$ cat src/common/bpw_pkg.sv
// Shared constants, types and the phase sequencer of the binary position word port.
// Assumes both ends and their user logic run on one 20 MHz clock.
package bpw_pkg;

  // ********************************************************************
  // Widths and field positions
  // ********************************************************************
  localparam int WORD_W = 32;
  localparam int LINK_W = 16;
  localparam int CNT_W = 28;
  localparam int CMD_W = 8;
  localparam int DEC_LSB = 28;  // Decimal point / status field, bits 31-28
  localparam int CODE_LSB = 24; // Error code field, bits 27-24
  localparam int ERR_VOL = 3;   // Air index error, bit 27
  localparam int ERR_OVF = 2;   // Counter overflow, bit 26
  localparam int ERR_REF = 1;   // Reference error, bit 25
  localparam int ERR_MEAS = 0;  // Measurement error, bit 24

  // ********************************************************************
  // Values
  // ********************************************************************
  localparam logic [3:0] STATUS_MARK = 4'hf;  // Decimal field of a status word
  localparam logic [3:0] CODE_IN_TOL = 4'hf;  // Code field meaning within tolerance
  localparam logic [CNT_W-1:0] PRESET_NORMAL = 28'h00000a0;  // 160 counts
  localparam logic [CNT_W-1:0] PRESET_EXT = 28'h0000010;     // 16 counts
  localparam logic [CNT_W-1:0] CNT_MAX_POS = 28'h7ffffff;
  localparam logic [CNT_W-1:0] CNT_MIN_NEG = 28'h8000000;
  localparam logic [CNT_W-1:0] CNT_ONE = 28'h0000001;
  localparam logic [3:0] ERR_RESET = 4'h0;

  // ********************************************************************
  // Command codes, sent in the low byte of the host word
  // ********************************************************************
  localparam logic [CMD_W-1:0] CLEAR_ERROR_COMMAND = 8'hf0;
  localparam logic [CMD_W-1:0] TRANSFER_POSITION_COMMAND = 8'h03;
  localparam logic [CMD_W-1:0] COMPENSATOR_UPDATE_COMMAND = 8'h60;
  localparam logic [CMD_W-1:0] LOAD_DESTINATION_COMMAND = 8'h04;

  // ********************************************************************
  // Handshake phases
  // ********************************************************************
  typedef enum logic [2:0] {PH_CMD, PH_RD_HI, PH_RD_LO, PH_WR_HI, PH_WR_LO} phase_e;

  // Phase of the handshake that follows one in phase ph
  function automatic phase_e next_phase(input phase_e ph, input logic [CMD_W-1:0] cmd);
    phase_e res;
    res = PH_CMD;
    case (ph)
      PH_CMD: begin
        if (cmd == TRANSFER_POSITION_COMMAND) begin
          res = PH_RD_HI;
        end else if (cmd == LOAD_DESTINATION_COMMAND) begin
          res = PH_WR_HI;
        end
      end
      PH_RD_HI: res = PH_RD_LO;
      PH_WR_HI: res = PH_WR_LO;
      default: res = PH_CMD;
    endcase
    return res;
  endfunction

endpackage

$ cat src/common/bpw_if.sv
// Flag/control link between the system controller and the position port.
// Assumes both parties share the clock; ctl and flg are plain levels.
`timescale 1ns/1ps
interface bpw_if;
  import bpw_pkg::*;

  logic ctl;               // Controller request, high until flag seen
  logic flg;               // Device flag, one-cycle pulse
  logic [LINK_W-1:0] h2d;  // Command or data word toward the device
  logic [LINK_W-1:0] d2h;  // Position word toward the controller

  modport device (input ctl, input h2d, output flg, output d2h);
  modport host (output ctl, output h2d, input flg, input d2h);
endinterface

$ cat src/rtl/position_port_device.sv
// Device end of the binary position word port: up/down position counter,
// sticky error code, word framing and the flag/control handshake.
// Assumes counter pulses and error levels come from logic on the same clock,
// and a controller that keeps ctl high until it has seen the flag.
//
// Summary of operation
// - Clear-error then transfer yields full 28-bit count
// - Decimal point in 31-28, count 27-0
// - Delivered count includes 160-count preset
// - Preset 160 normal, 16 extended resolution
// - Bit 26 flags recoverable counter overflow
// - Controller reads low word after overflow status
// - Bits 25, 24 flag irrecoverable errors
// - Reference error also raises measurement error
// - Controller subtracts two to 28 on underflow; host only subtracts the preset, wrapping in 28 bits
// - Controller sends compensator update at start
// - Controller latches follow data, clears control
// - Status field ones: tolerance or error code
// - Bit 27 flags air index error
// - Word mode sends high word first
// - One handshake per command and word
`timescale 1ns/1ps
module position_port_device
  import bpw_pkg::*;
(
  input logic clk,
  input logic rst_n,
  input logic ce,
  bpw_if.device link,
  input logic ext_res,
  input logic preset_load,
  input logic cnt_up,
  input logic cnt_dn,
  input logic [3:0] dec_point,
  input logic vol_err,
  input logic ref_err,
  input logic meas_err,
  input logic in_tol,
  output logic [CNT_W-1:0] count_out,
  output logic [3:0] err_flags,
  output logic [WORD_W-1:0] dest_word,
  output logic dest_load,
  output logic comp_update
);

  // ********************************************************************
  // State
  // ********************************************************************
  typedef enum logic {IDLE_S, WAIT_LOW_S} hs_state_e;

  typedef struct packed {
    hs_state_e state;
    phase_e phase;
    logic flg;
    logic [LINK_W-1:0] d2h;
    logic [WORD_W-1:0] snap;
    logic [CNT_W-1:0] count;
    logic [3:0] err;
    logic raw;
    logic [WORD_W-1:0] dest;
    logic dest_load;
    logic comp_update;
  } dev_s;

  dev_s st_ff;
  dev_s nxt_st;
  logic [CNT_W-1:0] preset;
  logic [3:0] err_set;
  logic wrap;
  logic take;
  logic [CMD_W-1:0] cmd;
  logic clear_req;
  logic [WORD_W-1:0] word;

  // ********************************************************************
  // Preset and error sources
  // ********************************************************************
  // preset by mode
  assign preset = ext_res ? PRESET_EXT : PRESET_NORMAL;

  assign wrap = (cnt_up && !cnt_dn && st_ff.count == CNT_MAX_POS) ||
                (cnt_dn && !cnt_up && st_ff.count == CNT_MIN_NEG);

  // Error events for this cycle, one bit per code position
  always_comb begin
    err_set = ERR_RESET;
    err_set[ERR_VOL] = vol_err;
    err_set[ERR_OVF] = wrap;
    err_set[ERR_REF] = ref_err;
    err_set[ERR_MEAS] = meas_err || ref_err;
  end

  // A handshake is taken when ctl is seen high in the idle state
  assign take = (st_ff.state == IDLE_S) && link.ctl;
  assign cmd = link.h2d[CMD_W-1:0];
  assign clear_req = take && (st_ff.phase == PH_CMD) && (cmd == CLEAR_ERROR_COMMAND);

  // ********************************************************************
  // Word framing
  // ********************************************************************
  // Live word, captured into snap when a transfer command arrives
  word_framer word_framer_inst (
    .dec_point(dec_point),
    .count(st_ff.count),
    .err(st_ff.err),
    .in_tol(in_tol),
    .raw(st_ff.raw),
    .word(word)
  );

  // ********************************************************************
  // Next state
  // ********************************************************************
  always_comb begin
    nxt_st = st_ff;
    nxt_st.flg = 1'b0;
    nxt_st.dest_load = 1'b0;
    nxt_st.comp_update = 1'b0;

    // Position counter
    if (preset_load) begin
      nxt_st.count = preset;
    end else if (cnt_up && !cnt_dn) begin
      nxt_st.count = st_ff.count + CNT_ONE;
    end else if (cnt_dn && !cnt_up) begin
      nxt_st.count = st_ff.count - CNT_ONE;
    end

    // Sticky error code; a new event wins over a clear
    if (clear_req) begin
      nxt_st.err = err_set;
    end else begin
      nxt_st.err = st_ff.err | err_set;
    end

    // Handshake sequencer
    case (st_ff.state)
      IDLE_S: begin
        if (link.ctl) begin
          nxt_st.flg = 1'b1;
          nxt_st.state = WAIT_LOW_S;
          nxt_st.phase = next_phase(st_ff.phase, cmd);
          case (st_ff.phase)
            PH_CMD: begin
              if (cmd == CLEAR_ERROR_COMMAND) begin
                nxt_st.raw = 1'b1;
              end else if (cmd == TRANSFER_POSITION_COMMAND) begin
                nxt_st.snap = word;
                nxt_st.raw = 1'b0;
              end else if (cmd == COMPENSATOR_UPDATE_COMMAND) begin
                nxt_st.comp_update = 1'b1;
              end
            end
            PH_RD_HI: begin
              nxt_st.d2h = st_ff.snap[WORD_W-1:LINK_W];
            end
            PH_RD_LO: begin
              nxt_st.d2h = st_ff.snap[LINK_W-1:0];
            end
            PH_WR_HI: begin
              nxt_st.dest[WORD_W-1:LINK_W] = link.h2d;
            end
            default: begin
              nxt_st.dest[LINK_W-1:0] = link.h2d;
              nxt_st.dest_load = 1'b1;
            end
          endcase
        end
      end
      default: begin
        if (!link.ctl) begin
          nxt_st.state = IDLE_S;
        end
      end
    endcase
  end

  // ********************************************************************
  // Registers
  // ********************************************************************
  // Synchronous reset; ce low freezes everything
  always_ff @(posedge clk) begin
    if (!rst_n) begin
      st_ff <= '0;
      st_ff.count <= PRESET_NORMAL;
    end else if (ce) begin
      st_ff <= nxt_st;
    end
  end

  // ********************************************************************
  // Outputs
  // ********************************************************************
  assign link.flg = st_ff.flg;
  assign link.d2h = st_ff.d2h;
  assign count_out = st_ff.count;
  assign err_flags = st_ff.err;
  assign dest_word = st_ff.dest;
  assign dest_load = st_ff.dest_load;
  assign comp_update = st_ff.comp_update;

endmodule

$ cat src/rtl/word_framer.sv
// Builds the 32-bit output word from count, decimal point and error state.
// Assumes purely combinational use inside the device end.
`timescale 1ns/1ps
module word_framer
  import bpw_pkg::*;
(
  input logic [3:0] dec_point,
  input logic [CNT_W-1:0] count,
  input logic [3:0] err,
  input logic in_tol,
  input logic raw,
  output logic [WORD_W-1:0] word
);

  // ********************************************************************
  // Word assembly
  // ********************************************************************
  // Status words replace the decimal field by all ones
  always_comb begin
    word = {dec_point, count};
    if (!raw && err != ERR_RESET) begin
      word = {STATUS_MARK, ~err, count[CODE_LSB-1:0]};
    end else if (!raw && in_tol) begin
      word = {STATUS_MARK, CODE_IN_TOL, count[CODE_LSB-1:0]};
    end
  end

endmodule

$ cat src/flat_wrapper.sv
// flat-port wrapper written by rule: the top's interface ports become plain ports
module position_port_device_flat import bpw_pkg::*;
  (clk, rst_n, ce, ext_res, preset_load, cnt_up, cnt_dn, dec_point, vol_err, ref_err, meas_err, in_tol, count_out, err_flags, dest_word, dest_load, comp_update, link_ctl, link_h2d, link_flg, link_d2h);
  bpw_if link_i ();
  input logic clk;
  input logic rst_n;
  input logic ce;
  input logic ext_res;
  input logic preset_load;
  input logic cnt_up;
  input logic cnt_dn;
  input logic [3:0] dec_point;
  input logic vol_err;
  input logic ref_err;
  input logic meas_err;
  input logic in_tol;
  output logic [CNT_W-1:0] count_out;
  output logic [3:0] err_flags;
  output logic [WORD_W-1:0] dest_word;
  output logic dest_load;
  output logic comp_update;
  input wire logic [$bits(link_i.ctl)-1:0] link_ctl;
  input wire logic [$bits(link_i.h2d)-1:0] link_h2d;
  output wire logic [$bits(link_i.flg)-1:0] link_flg;
  output wire logic [$bits(link_i.d2h)-1:0] link_d2h;
  assign link_i.ctl = link_ctl;
  assign link_i.h2d = link_h2d;
  assign link_flg = link_i.flg;
  assign link_d2h = link_i.d2h;
  position_port_device u_core (.clk(clk), .rst_n(rst_n), .ce(ce), .link(link_i), .ext_res(ext_res), .preset_load(preset_load), .cnt_up(cnt_up), .cnt_dn(cnt_dn), .dec_point(dec_point), .vol_err(vol_err), .ref_err(ref_err), .meas_err(meas_err), .in_tol(in_tol), .count_out(count_out), .err_flags(err_flags), .dest_word(dest_word), .dest_load(dest_load), .comp_update(comp_update));
endmodule
$ cat config.mk
export PLATFORM = sky130hd
export DESIGN_NAME = position_port_device_flat
export DESIGN_NICKNAME = d
export VERILOG_FILES = /design/src/common/bpw_pkg.sv /design/src/common/bpw_if.sv /design/src/rtl/position_port_device.sv /design/src/rtl/word_framer.sv /design/src/flat_wrapper.sv
export SDC_FILE = /design/constraint.sdc
export NUM_CORES = 1
export LEC_CHECK = 0
export BUFFER_PORTS_ARGS = -buffer_cell sky130_fd_sc_hd__buf_2
export CELL_PAD_IN_SITES_DETAIL_PLACEMENT = 1
export CELL_PAD_IN_SITES_GLOBAL_PLACEMENT = 1
export CORE_MARGIN = 3
export CORE_UTILIZATION = 40
export DETAILED_ROUTE_END_ITERATION = 7
export PLACE_DENSITY_LB_ADDON = 0.1
export SLEW_MARGIN = 20
export SYNTH_ARGS = -nofsm -noshare
export SYNTH_HDL_FRONTEND = slang
export SYNTH_SLANG_ARGS = --single-unit
$ cat constraint.sdc
create_clock -name clk -period 4.6 [get_ports clk]
set_input_delay 0.92 -clock clk [delete_from_list [all_inputs] [get_ports clk]]
set_output_delay 0.92 -clock clk [all_outputs]
set_load 0.02 [all_outputs]
==> results of run 1 <==
-- power by group through the flow --
stage          registers, uW  clock network (uW)  logic [uW]
3_3_place_gp            1140                   0         521
2_1_floorplan           1110                   0         428
4_1_cts                 1120                1380         537
3_5_place_dp            1150                   0         535
6_report                1130                1360         537
5_1_grt                 1130                1430         594
-- routing by layer --
| metal | routed length (um) | GRT usage | part of all wire | vias up |
|---|---|---|---|---|
| met5 | 0 | 0 | 0 | - |
| met2 | 10000 | 0.371 | 0.49 | 108 |
| met3 | 659 | 0.0351 | 0.032 | 21 |
| met4 | 329 | 0.0704 | 0.016 | 0 |
| li1 | - | - | - | 2861 |
| met1 | 9320 | 0.272 | 0.46 | 2924 |
-- metrics by stage --
stage                     hold WS [ns]  cell area, sq um  std cells  total power, uW
after floorplan                  0.440              6910        843             1540
after global placement           0.450              7050       1059             1670
after detailed placement         0.460              7050       1059             1680
after CTS                        0.467              7660       1091             3040
after global routing             0.490              7660       1091             3150
final                            0.462              7660       1091             3020
-- Yosys cell counts, drive strengths merged (14+ instances only) --
master / count
nand2: 174
dfxtp: 120
buf: 86
a21boi: 67
clkbuf: 43
a21oi: 38
ha: 29
o21ai: 29
nor2: 22
a21o: 18
nand4: 18
nor2b: 18
mux2i: 17
inv: 16
o211a: 16
nor3: 15
xnor2: 14
-- worst register-to-register path, stage by stage (launching register included) --
cell      delay [ns]
dfxtp_1         0.54
ha_1            0.36
a21oi_1         0.19
o21ai_0         0.16
a31oi_4         0.27
a21oi_4         0.11
o41ai_4         0.37
o2111a_2        0.30
mux2_1          0.32
a311o_1         0.32
-- flip-flops by register name, summed over array words and instances, names as in the netlist --
signal / count
u_core.st_ff: 37
u_core.dest_word: 32
u_core.count_out: 28
u_core.link.d2h: 16
u_core.err_flags: 4
u_core.comp_update: 1
u_core.dest_load: 1
u_core.link.flg: 1
-- worst paths after layout --
path,end,start
min,u_core.dest_word[31],u_core.dest_word[31]
max reg2reg,u_core.count_out[27],u_core.count_out[8]
min reg2reg,u_core.dest_word[31],u_core.dest_word[31]
max,u_core.count_out[27],cnt_dn
-- cell usage in the layout (no fill, tap or decap), drive strengths merged, types with 11 or more instances in the layout --
cell type / n
a21o: 18
nand3: 11
nor4: 11
xnor2: 14
dfxtp: 120
nand4: 18
inv: 16
o21ai: 29
ha: 29
nor2: 22
nand2: 174
buf: 125
o211a: 16
clkbuf: 23
a21boi: 67
a21oi: 38
mux2i: 17
nor2b: 18
nor3: 15
-- logic make-up (layout without fill, tap and decap cells) --
logic type | after synthesis | count (layout) | synth area share
AO/OA/AOI/OAI | 208 | 208 | 0.219
XOR/XNOR | 24 | 24 | 0.0304
adder cells (fa/ha/maj) | 30 | 30 | 0.0554
buffers and inverters | 145 | 173 | 0.124
flip-flops | 120 | 120 | 0.348
multiplexers | 18 | 18 | 0.0262
AND/OR/NAND/NOR | 298 | 298 | 0.197
-- area by class of cell --
type / count / area (sq um)
repair buffers: 125 / 653
fillers: 2029 / 9100
inverters: 16 / 60.1
well taps: 220 / 275
flip-flops and latches: 120 / 2400
multi-input cells: 578 / 3660
clock inverters: 9 / 120
clock buffers: 23 / 488
==> metrics.txt, run 1 <==
static leakage roughly 0.0034 uW; drt first-iter violations 292; Cells after Synth ~840; setup ws final slightly above 0.8 ns; Slew HR 0.364; stages on the worst setup path 12; Placeable Area ~0.017 sq mm; CP cell instances buf_2 -> nand2b_1 -> buf_4 -> ha_1 -> nand2_1 -> o21a_1 -> a21o_1 -> a21oi_4 -> o41ai_4 -> o2111a_2 -> mux2_1 -> a311o_1; crit-path leading delay family compound AO/OA/AOI/OAI gates; Area Growth Syn to Fin 10.8%; Placer Congestion roughly 0.84; Starting Density 0.412; CP Buf/Inv Count 2; clock share of power 0.450; Setup Skew 0.00786 ns; status finished, final reports clean; # IOs 115; synth top area cells dfxtp_1, nand2_1, buf_4; power density cells between 300 and 400 mW/mm^2; Post-synth top flop dfxtp_1; pre-CTS setup slack ~0.42 ns; Worst EP arrival about 4.1 ns; first-pass GRT wire length 31800 um; WHS Path Cells 2; worst skew pair latency approximately 0.42 ns; Final Hold Vio Count 0; Post-Syn Area between 0.006 and 0.007 sq mm; root buffer cell clkbuf_16; RSZ-0062 raised after global routing false; antenna violations before repair 0; full die area 0.0189 sq mm; # resized after CTS 0; slowest stage cell on the critical path nand2b_1; Routed WL around 20000 um; path type of the worst min-delay path flop to flop; Post-Syn Nets about 900; clock-pin slew on the worst setup and hold paths roughly 0.060 ns; part of the power in registers 0.373; R2R setup slack between 1.5 and 2 ns; CP required between 4 and 5 ns; Worst setup SP type primary input; vias in the first global route about 6000; max incr delay on CP 0.44 ns; depth of the worst register-to-register path 9; drt drc 0; GRT Residual Overflow 0; ANT cells 0; critical path class primary input to flop; die height ~140 um; Avg Synthesized Cell Area 8.20 sq um; post-synth top area cell dfxtp_1; row count 47; sequential-to-total area share from yosys stat 0.348; Final TNS setup 0 ns; VDD IR-drop max approximately 240 uV; port bufs 114; Routed Antenna Nets 0; fmax 0.265 GHz; post-layout util 0.457; Final setup viols 0; largest net degree at the start of global routing 104; DR pass1 iterations 4; Max-cap violations 0; CP Capture Type flop; CTS sink count 120; average wire per standard cell around 19 um; CTS Buf Count 17; Post-synth ARST share 0; post-synth cell types 60; Setup Fix Bufs, Post-CTS 0; drt via density about 5.4; crit path time final 3.77 ns; H-Tree Depth 4; GRT Util Overall 0.215; clk buf depth 2; Yosys Warn Count 0; worst slew pin tran between 0.9 and 1 ns; crit-path max FO 14; NumNets Final 920; Comb power frac 0.178; Synth top area share 0.348; Hold-fix buffers, CTS 0; fraction of layout cells with a size suffix above 1 0.193; switching share of power 0.276; Horiz. Die Dim 137 um; vias just under 6000; hpwl dp approximately 15000 um; Int Pwr around 2200 uW; flops & latches, synth 120; Max Slew Vio Count 0; Psw roughly 830 uW; EDFF count, synth 0; CTS tree built; Tcrit/Tclk final 0.820
No activity file was read; power rests on OpenSTA's default activity.
==> run 2, diff against run 1 <==
--- a/config.mk
+++ b/config.mk
@@ -9,7 +9,7 @@
 export CELL_PAD_IN_SITES_DETAIL_PLACEMENT = 1
 export CELL_PAD_IN_SITES_GLOBAL_PLACEMENT = 1
 export CORE_MARGIN = 3
-export CORE_UTILIZATION = 40
+export CORE_UTILIZATION = 38
 export DETAILED_ROUTE_END_ITERATION = 7
 export PLACE_DENSITY_LB_ADDON = 0.1
 export SLEW_MARGIN = 20
==> constraint.sdc (replaced) <==
create_clock -name clk -period 3.4 [get_ports clk]
set_input_delay 0.68 -clock clk [delete_from_list [all_inputs] [get_ports clk]]
set_output_delay 0.68 -clock clk [all_outputs]
set_load 0.02 [all_outputs]
==> metrics.txt, run 2 (synthesis results as in run 1) <==
status finished, final reports clean; max incr delay on CP 0.35 ns (-0.09 ns); first-pass GRT wire length 34700 um (+9.1%); critical path class primary input to flop; static leakage 0.00345 uW (+2.6%); worst slew pin tran 0.818 ns (-0.136 ns); Finished Layout Cells 1118 (+2.5%); drt via density 5.35 (-1.4%); CTS sink count 120 (unchanged); Tcrit/Tclk final 0.896; RSZ-0062 raised after global routing false; DR pass1 iterations 4 (unchanged); CP cell instances buf_2 -> nand2b_4 -> buf_4 -> ha_1 -> a21oi_1 -> o21a_1 -> a21o_1 -> a21oi_4 -> o41ai_4 -> o2111a_2 -> mux2_1 -> a311o_1; Final setup viols 0 (unchanged); average wire per standard cell 19.1 um (+2.4%); Routed Antenna Nets 0 (unchanged); fmax 0.328 GHz; CP Capture Type flop; crit path time final a little over 3 ns; Comb power frac 0.189 (+0.011); Area Growth Syn to Fin 13.4%; GRT Residual Overflow 0 (unchanged); switching share of power 0.293 (+0.0166); clk buf depth 2 (unchanged); commonest non-fill, non-tap cells in the layout nand2_1, dfxtp_1, buf_2; Placer Congestion 0.869 (+3.4%); CP required 3.70 ns (-1.20 ns); max reg flops 37 (unchanged); slowest stage cell on the critical path ha_1; most common cell after layout, fill and taps aside nand2_1; power density cells 533 mW/mm^2 (+35%); CTS Buf Count 17 (unchanged); Setup Skew 0.0236 ns (+0.0157 ns); clock-pin slew on the worst setup and hold paths 0.06 ns (about the same); part of the power in registers 0.363 (-0.010); fillcell total 2153 (+6.1%); path type of the worst min-delay path flop to flop; vias in the first global route 6278 (+5.7%); Design Area, Final 0.00784 sq mm (+2.3%); Placeable Area 0.0175 sq mm (+4.6%); vias 5977 (+1.1%); Psw 1220 uW (+47%); clock share of power 0.448 (-0.002); port bufs 114 (unchanged); sequential cell area 0.00240 sq mm (unchanged); hpwl dp 15800 um (+4.5%); Horiz. Die Dim 141 um (+2.5%); CTS tree built; H-Tree Depth 4 (unchanged); Starting Density 0.394 (-0.0183); drt drc 0 (unchanged); row count 48 (+2.1%); Max Slew Vio Count 0 (unchanged); # IOs 115 (unchanged); antenna violations before repair 1 (+1); # resized after CTS 0 (unchanged); root buffer cell clkbuf_16; NumNets Final 941 (+2.3%); Int Pwr 2950 uW (+35%); drt first-iter violations 351 (+20%); Max-cap violations 0 (unchanged); GRT Util Overall 0.220 (+0.00454); fraction of layout cells with a size suffix above 1 0.214 (+0.0212); Setup Fix Bufs, Post-CTS 0 (unchanged); Routed WL 21300 um (+5.0%); Largest Register u_core.st_ff; area of the multi-input gates 0.00367 sq mm (+0.21%); Hold-fix buffers, CTS 0 (unchanged); largest net degree at the start of global routing 84 (-19%); die height 141 um (+2.5%); Inst Count DP 1085 (+2.5%); worst hold slack 0.463 ns (+0.000611 ns); Slew HR 0.453 (+0.0893); Post-DP Area 0.00722 sq mm (+2.4%); crit-path max FO 12 (-2); Worst setup SP type primary input; post-layout util 0.447 (-0.0101); Final Hold Vio Count 0 (unchanged); worst skew pair latency 0.43 ns (about the same); Final TNS setup 0 ns (unchanged); Worst EP arrival 3.35 ns (-0.72 ns); full die area 0.0198 sq mm (+5.0%); VDD IR-drop max 352 uV (+46%)
## run 2: cell type report
type                            instances  area share
Multi-Input combinational cell        578       0.468
Sequential cell                       120       0.306
Timing Repair Buffer                  146       0.103
Inverter                               16     0.00766
Clock inverter                         13      0.0217
Clock buffer                           19      0.0565
Antenna cell                            1    0.000319
Tap cell                              225      0.0359
## run 2: power groups by stage
stage / sequential (uW) / combinational (uW) / clock (uW)
2_1_floorplan: 1510 / 580 / 0
3_3_place_gp: 1550 / 760 / 0
3_5_place_dp: 1550 / 784 / 0
4_1_cts: 1520 / 790 / 1900
5_1_grt: 1520 / 873 / 1970
6_report: 1520 / 788 / 1870
## run 2: path summary, 6_finish.rpt
| kind | start | endpoint | slack, ns | cells past startpoint |
|---|---|---|---|---|
| worst max-delay path | cnt_dn | u_core.count_out[27] | 0.35 | 12 |
| worst min-delay path | u_core.dest_word[29] | u_core.dest_word[29] | 0.46 | 2 |
| worst max register to register | u_core.count_out[8] | u_core.count_out[27] | 0.50 | 9 |
| worst min register to register | u_core.dest_word[29] | u_core.dest_word[29] | 0.46 | 2 |
## run 2: critical path, delay by kind of cell
family                     cells  cell delay, ns
AOI/OAI and AO/OA              7            1.50
adders and majority gates      1            0.35
buffers and inverters          2            0.30
muxes                          1            0.32
and+or+nand+nor                1            0.20
## run 2: metrics by stage
step	worst slack (ns)	total power [uW]
4_1_cts	0.374	4210
3_3_place_gp	0.0519	2310
2_1_floorplan	0.0739	2090
5_1_grt	0.194	4360
6_report	0.354	4180
3_5_place_dp	-0.0342	2330
## run 2: metal layers
| layer | up-vias | share of wire | track usage |
|---|---|---|---|
| met5 | - | 0 | 0 |
| li1 | 2912 | - | - |
| met3 | 21 | 0.030 | 0.0366 |
| met1 | 2940 | 0.47 | 0.287 |
| met2 | 104 | 0.49 | 0.379 |
| met4 | 0 | 0.013 | 0.0525 |
==> run 3, diff against run 2 <==
--- a/config.mk
+++ b/config.mk
@@ -9,7 +9,8 @@
 export CELL_PAD_IN_SITES_DETAIL_PLACEMENT = 1
 export CELL_PAD_IN_SITES_GLOBAL_PLACEMENT = 1
 export CORE_MARGIN = 3
-export CORE_UTILIZATION = 38
+export CORE_UTILIZATION = 40
+export CTS_BUF_LIST = sky130_fd_sc_hd__clkbuf_4 sky130_fd_sc_hd__clkbuf_8 sky130_fd_sc_hd__clkbuf_16
 export DETAILED_ROUTE_END_ITERATION = 7
 export PLACE_DENSITY_LB_ADDON = 0.1
 export SLEW_MARGIN = 20
==> constraint.sdc (replaced) <==
create_clock -name clk -period 3.3 [get_ports clk]
set_input_delay 0.66 -clock clk [delete_from_list [all_inputs] [get_ports clk]]
set_output_delay 0.66 -clock clk [all_outputs]
set_load 0.02 [all_outputs]
==> metrics.txt, run 3 (synthesis results as in run 1) <==
Post-DP Area 0.00739 sq mm (+2.3%); most common cell after layout, fill and taps aside nand2_1; Worst setup SP type primary input; Largest Register u_core.st_ff; Placeable Area 0.0168 sq mm (-4.4%); hpwl dp 15700 um (-0.66%); fmax ~0.33 GHz; GRT Util Overall 0.223 (+0.00359); power density cells 559 mW/mm^2 (+4.9%); status finished, final reports clean; worst slew pin tran 0.689 ns (-0.128 ns); Horiz. Die Dim 137 um (-2.4%); Hold-fix buffers, CTS 0 (unchanged); root buffer cell clkbuf_16; CTS tree built; Setup Skew 0.00687 ns (-0.0167 ns); Design Area, Final 0.00806 sq mm (+2.8%); Setup Fix Bufs, Post-CTS 0 (unchanged); vias in the first global route 6061 (-3.5%); CTS Buf Count 17 (unchanged); max reg flops 37 (unchanged); antenna violations before repair 0 (-1); port bufs 114 (unchanged); Max Slew Vio Count 0 (unchanged); ANT cells 0 (-1); H-Tree Depth 4 (unchanged); RSZ-0062 raised after global routing false; Slew HR 0.539 (+0.0857); CP required 3.61 ns (-0.09 ns); full die area 0.0189 sq mm (-4.8%); largest net degree at the start of global routing 69 (-18%); worst hold slack 0.459 ns (-0.00409 ns); Final setup viols 0 (unchanged); commonest non-fill, non-tap cells in the layout nand2_1, dfxtp_1, buf_2; Worst EP arrival 3.35 ns (about the same); worst skew pair latency 0.42 ns (about the same); Tcrit/Tclk final 0.922; Final Hold Vio Count 0 (unchanged); path type of the worst min-delay path flop to flop; Max-cap violations 0 (unchanged); post-layout util 0.481 (+0.0336); GRT Residual Overflow 0 (unchanged); pre-CTS setup slack -0.129 ns (-0.0949 ns); max incr delay on CP 0.34 ns (about the same); first-pass GRT wire length 32900 um (-5.4%); Routed WL 20600 um (-3.5%); drt first-iter violations 293 (-17%); critical path class primary input to flop; crit-path max FO 14 (+2); # IOs 115 (unchanged); Placer Congestion 0.891 (+2.5%); static leakage 0.00355 uW (+3.0%); # resized after CTS 0 (unchanged); drt via density 5.36 (+0.17%); clk buf depth 2 (unchanged); clock-pin slew on the worst setup and hold paths 0.05 ns (about the same); setup ws final 0.256 ns (-0.0976 ns); row count 47 (-2.1%); DR pass1 iterations 4 (unchanged); vias 6014 (+0.62%); crit path time final 3.04 ns; CP cell instances buf_2 -> nand2b_4 -> buf_12 -> ha_1 -> a21oi_1 -> o21a_1 -> a21o_1 -> a21oi_4 -> o41ai_4 -> o2111a_2 -> mux2_1 -> a311o_1; CP Capture Type flop; die height 137 um (-2.4%); Starting Density 0.412 (+0.0183); Routed Antenna Nets 0 (unchanged); CTS sink count 120 (unchanged); Final TNS setup 0 ns (unchanged); VDD IR-drop max 254 uV (-28%); slowest stage cell on the critical path ha_1; Area Growth Syn to Fin 16.6%; drt drc 0 (unchanged); fraction of layout cells with a size suffix above 1 0.231 (+0.0173); average wire per standard cell 18.3 um (-3.9%); NumNets Final 952 (+1.2%)
## run 3: metrics by stage
| stage | total power [uW] | cells |
|---|---|---|
| 2_1_floorplan | 2170 | 843 |
| 3_3_place_gp | 2420 | 1091 |
| 3_5_place_dp | 2440 | 1091 |
| 4_1_cts | 4540 | 1123 |
| 5_1_grt | 4690 | 1123 |
| 6_report | 4500 | 1123 |
## run 3: worst paths after layout
check / startpoint / cells past startpoint / end / slack [ns]
setup / recovery: cnt_dn / 12 / u_core.count_out[27] / 0.26
hold / removal: u_core.st_ff[91] / 2 / u_core.st_ff[91] / 0.46
setup reg to reg: u_core.count_out[1] / 10 / u_core.count_out[24] / 0.39
hold reg to reg: u_core.st_ff[91] / 2 / u_core.st_ff[91] / 0.46
## run 3: worst max-delay path, delay by kind of cell
kind	cells	cell delay, ns
compound gates	7	1.46
fa+ha+maj	1	0.34
mux	1	0.32
buf+inv	2	0.29
simple gates	1	0.26
## run 3: where the power goes
group | internal, uW | switching, uW | leakage [uW]
Combinational | 377 | 482 | 0.00225
Clock | 1440 | 644 | 0.000334
Sequential | 1490 | 75.9 | 0.000971
## run 3: metal layers
metal  GRT usage  part of all wire
met3      0.0292             0.043
met1       0.289              0.45
met2       0.375              0.49
met4      0.0892             0.023
met5           0                 0
## run 3: area by class of cell
cell class	count	area (sq um)
clock buffer	24	503
fill	2067	8700
multi-input combinational	578	3740
inverter	16	60.1
tap	220	275
timing repair buffer	157	906
clock inverter	8	165
sequential	120	2400
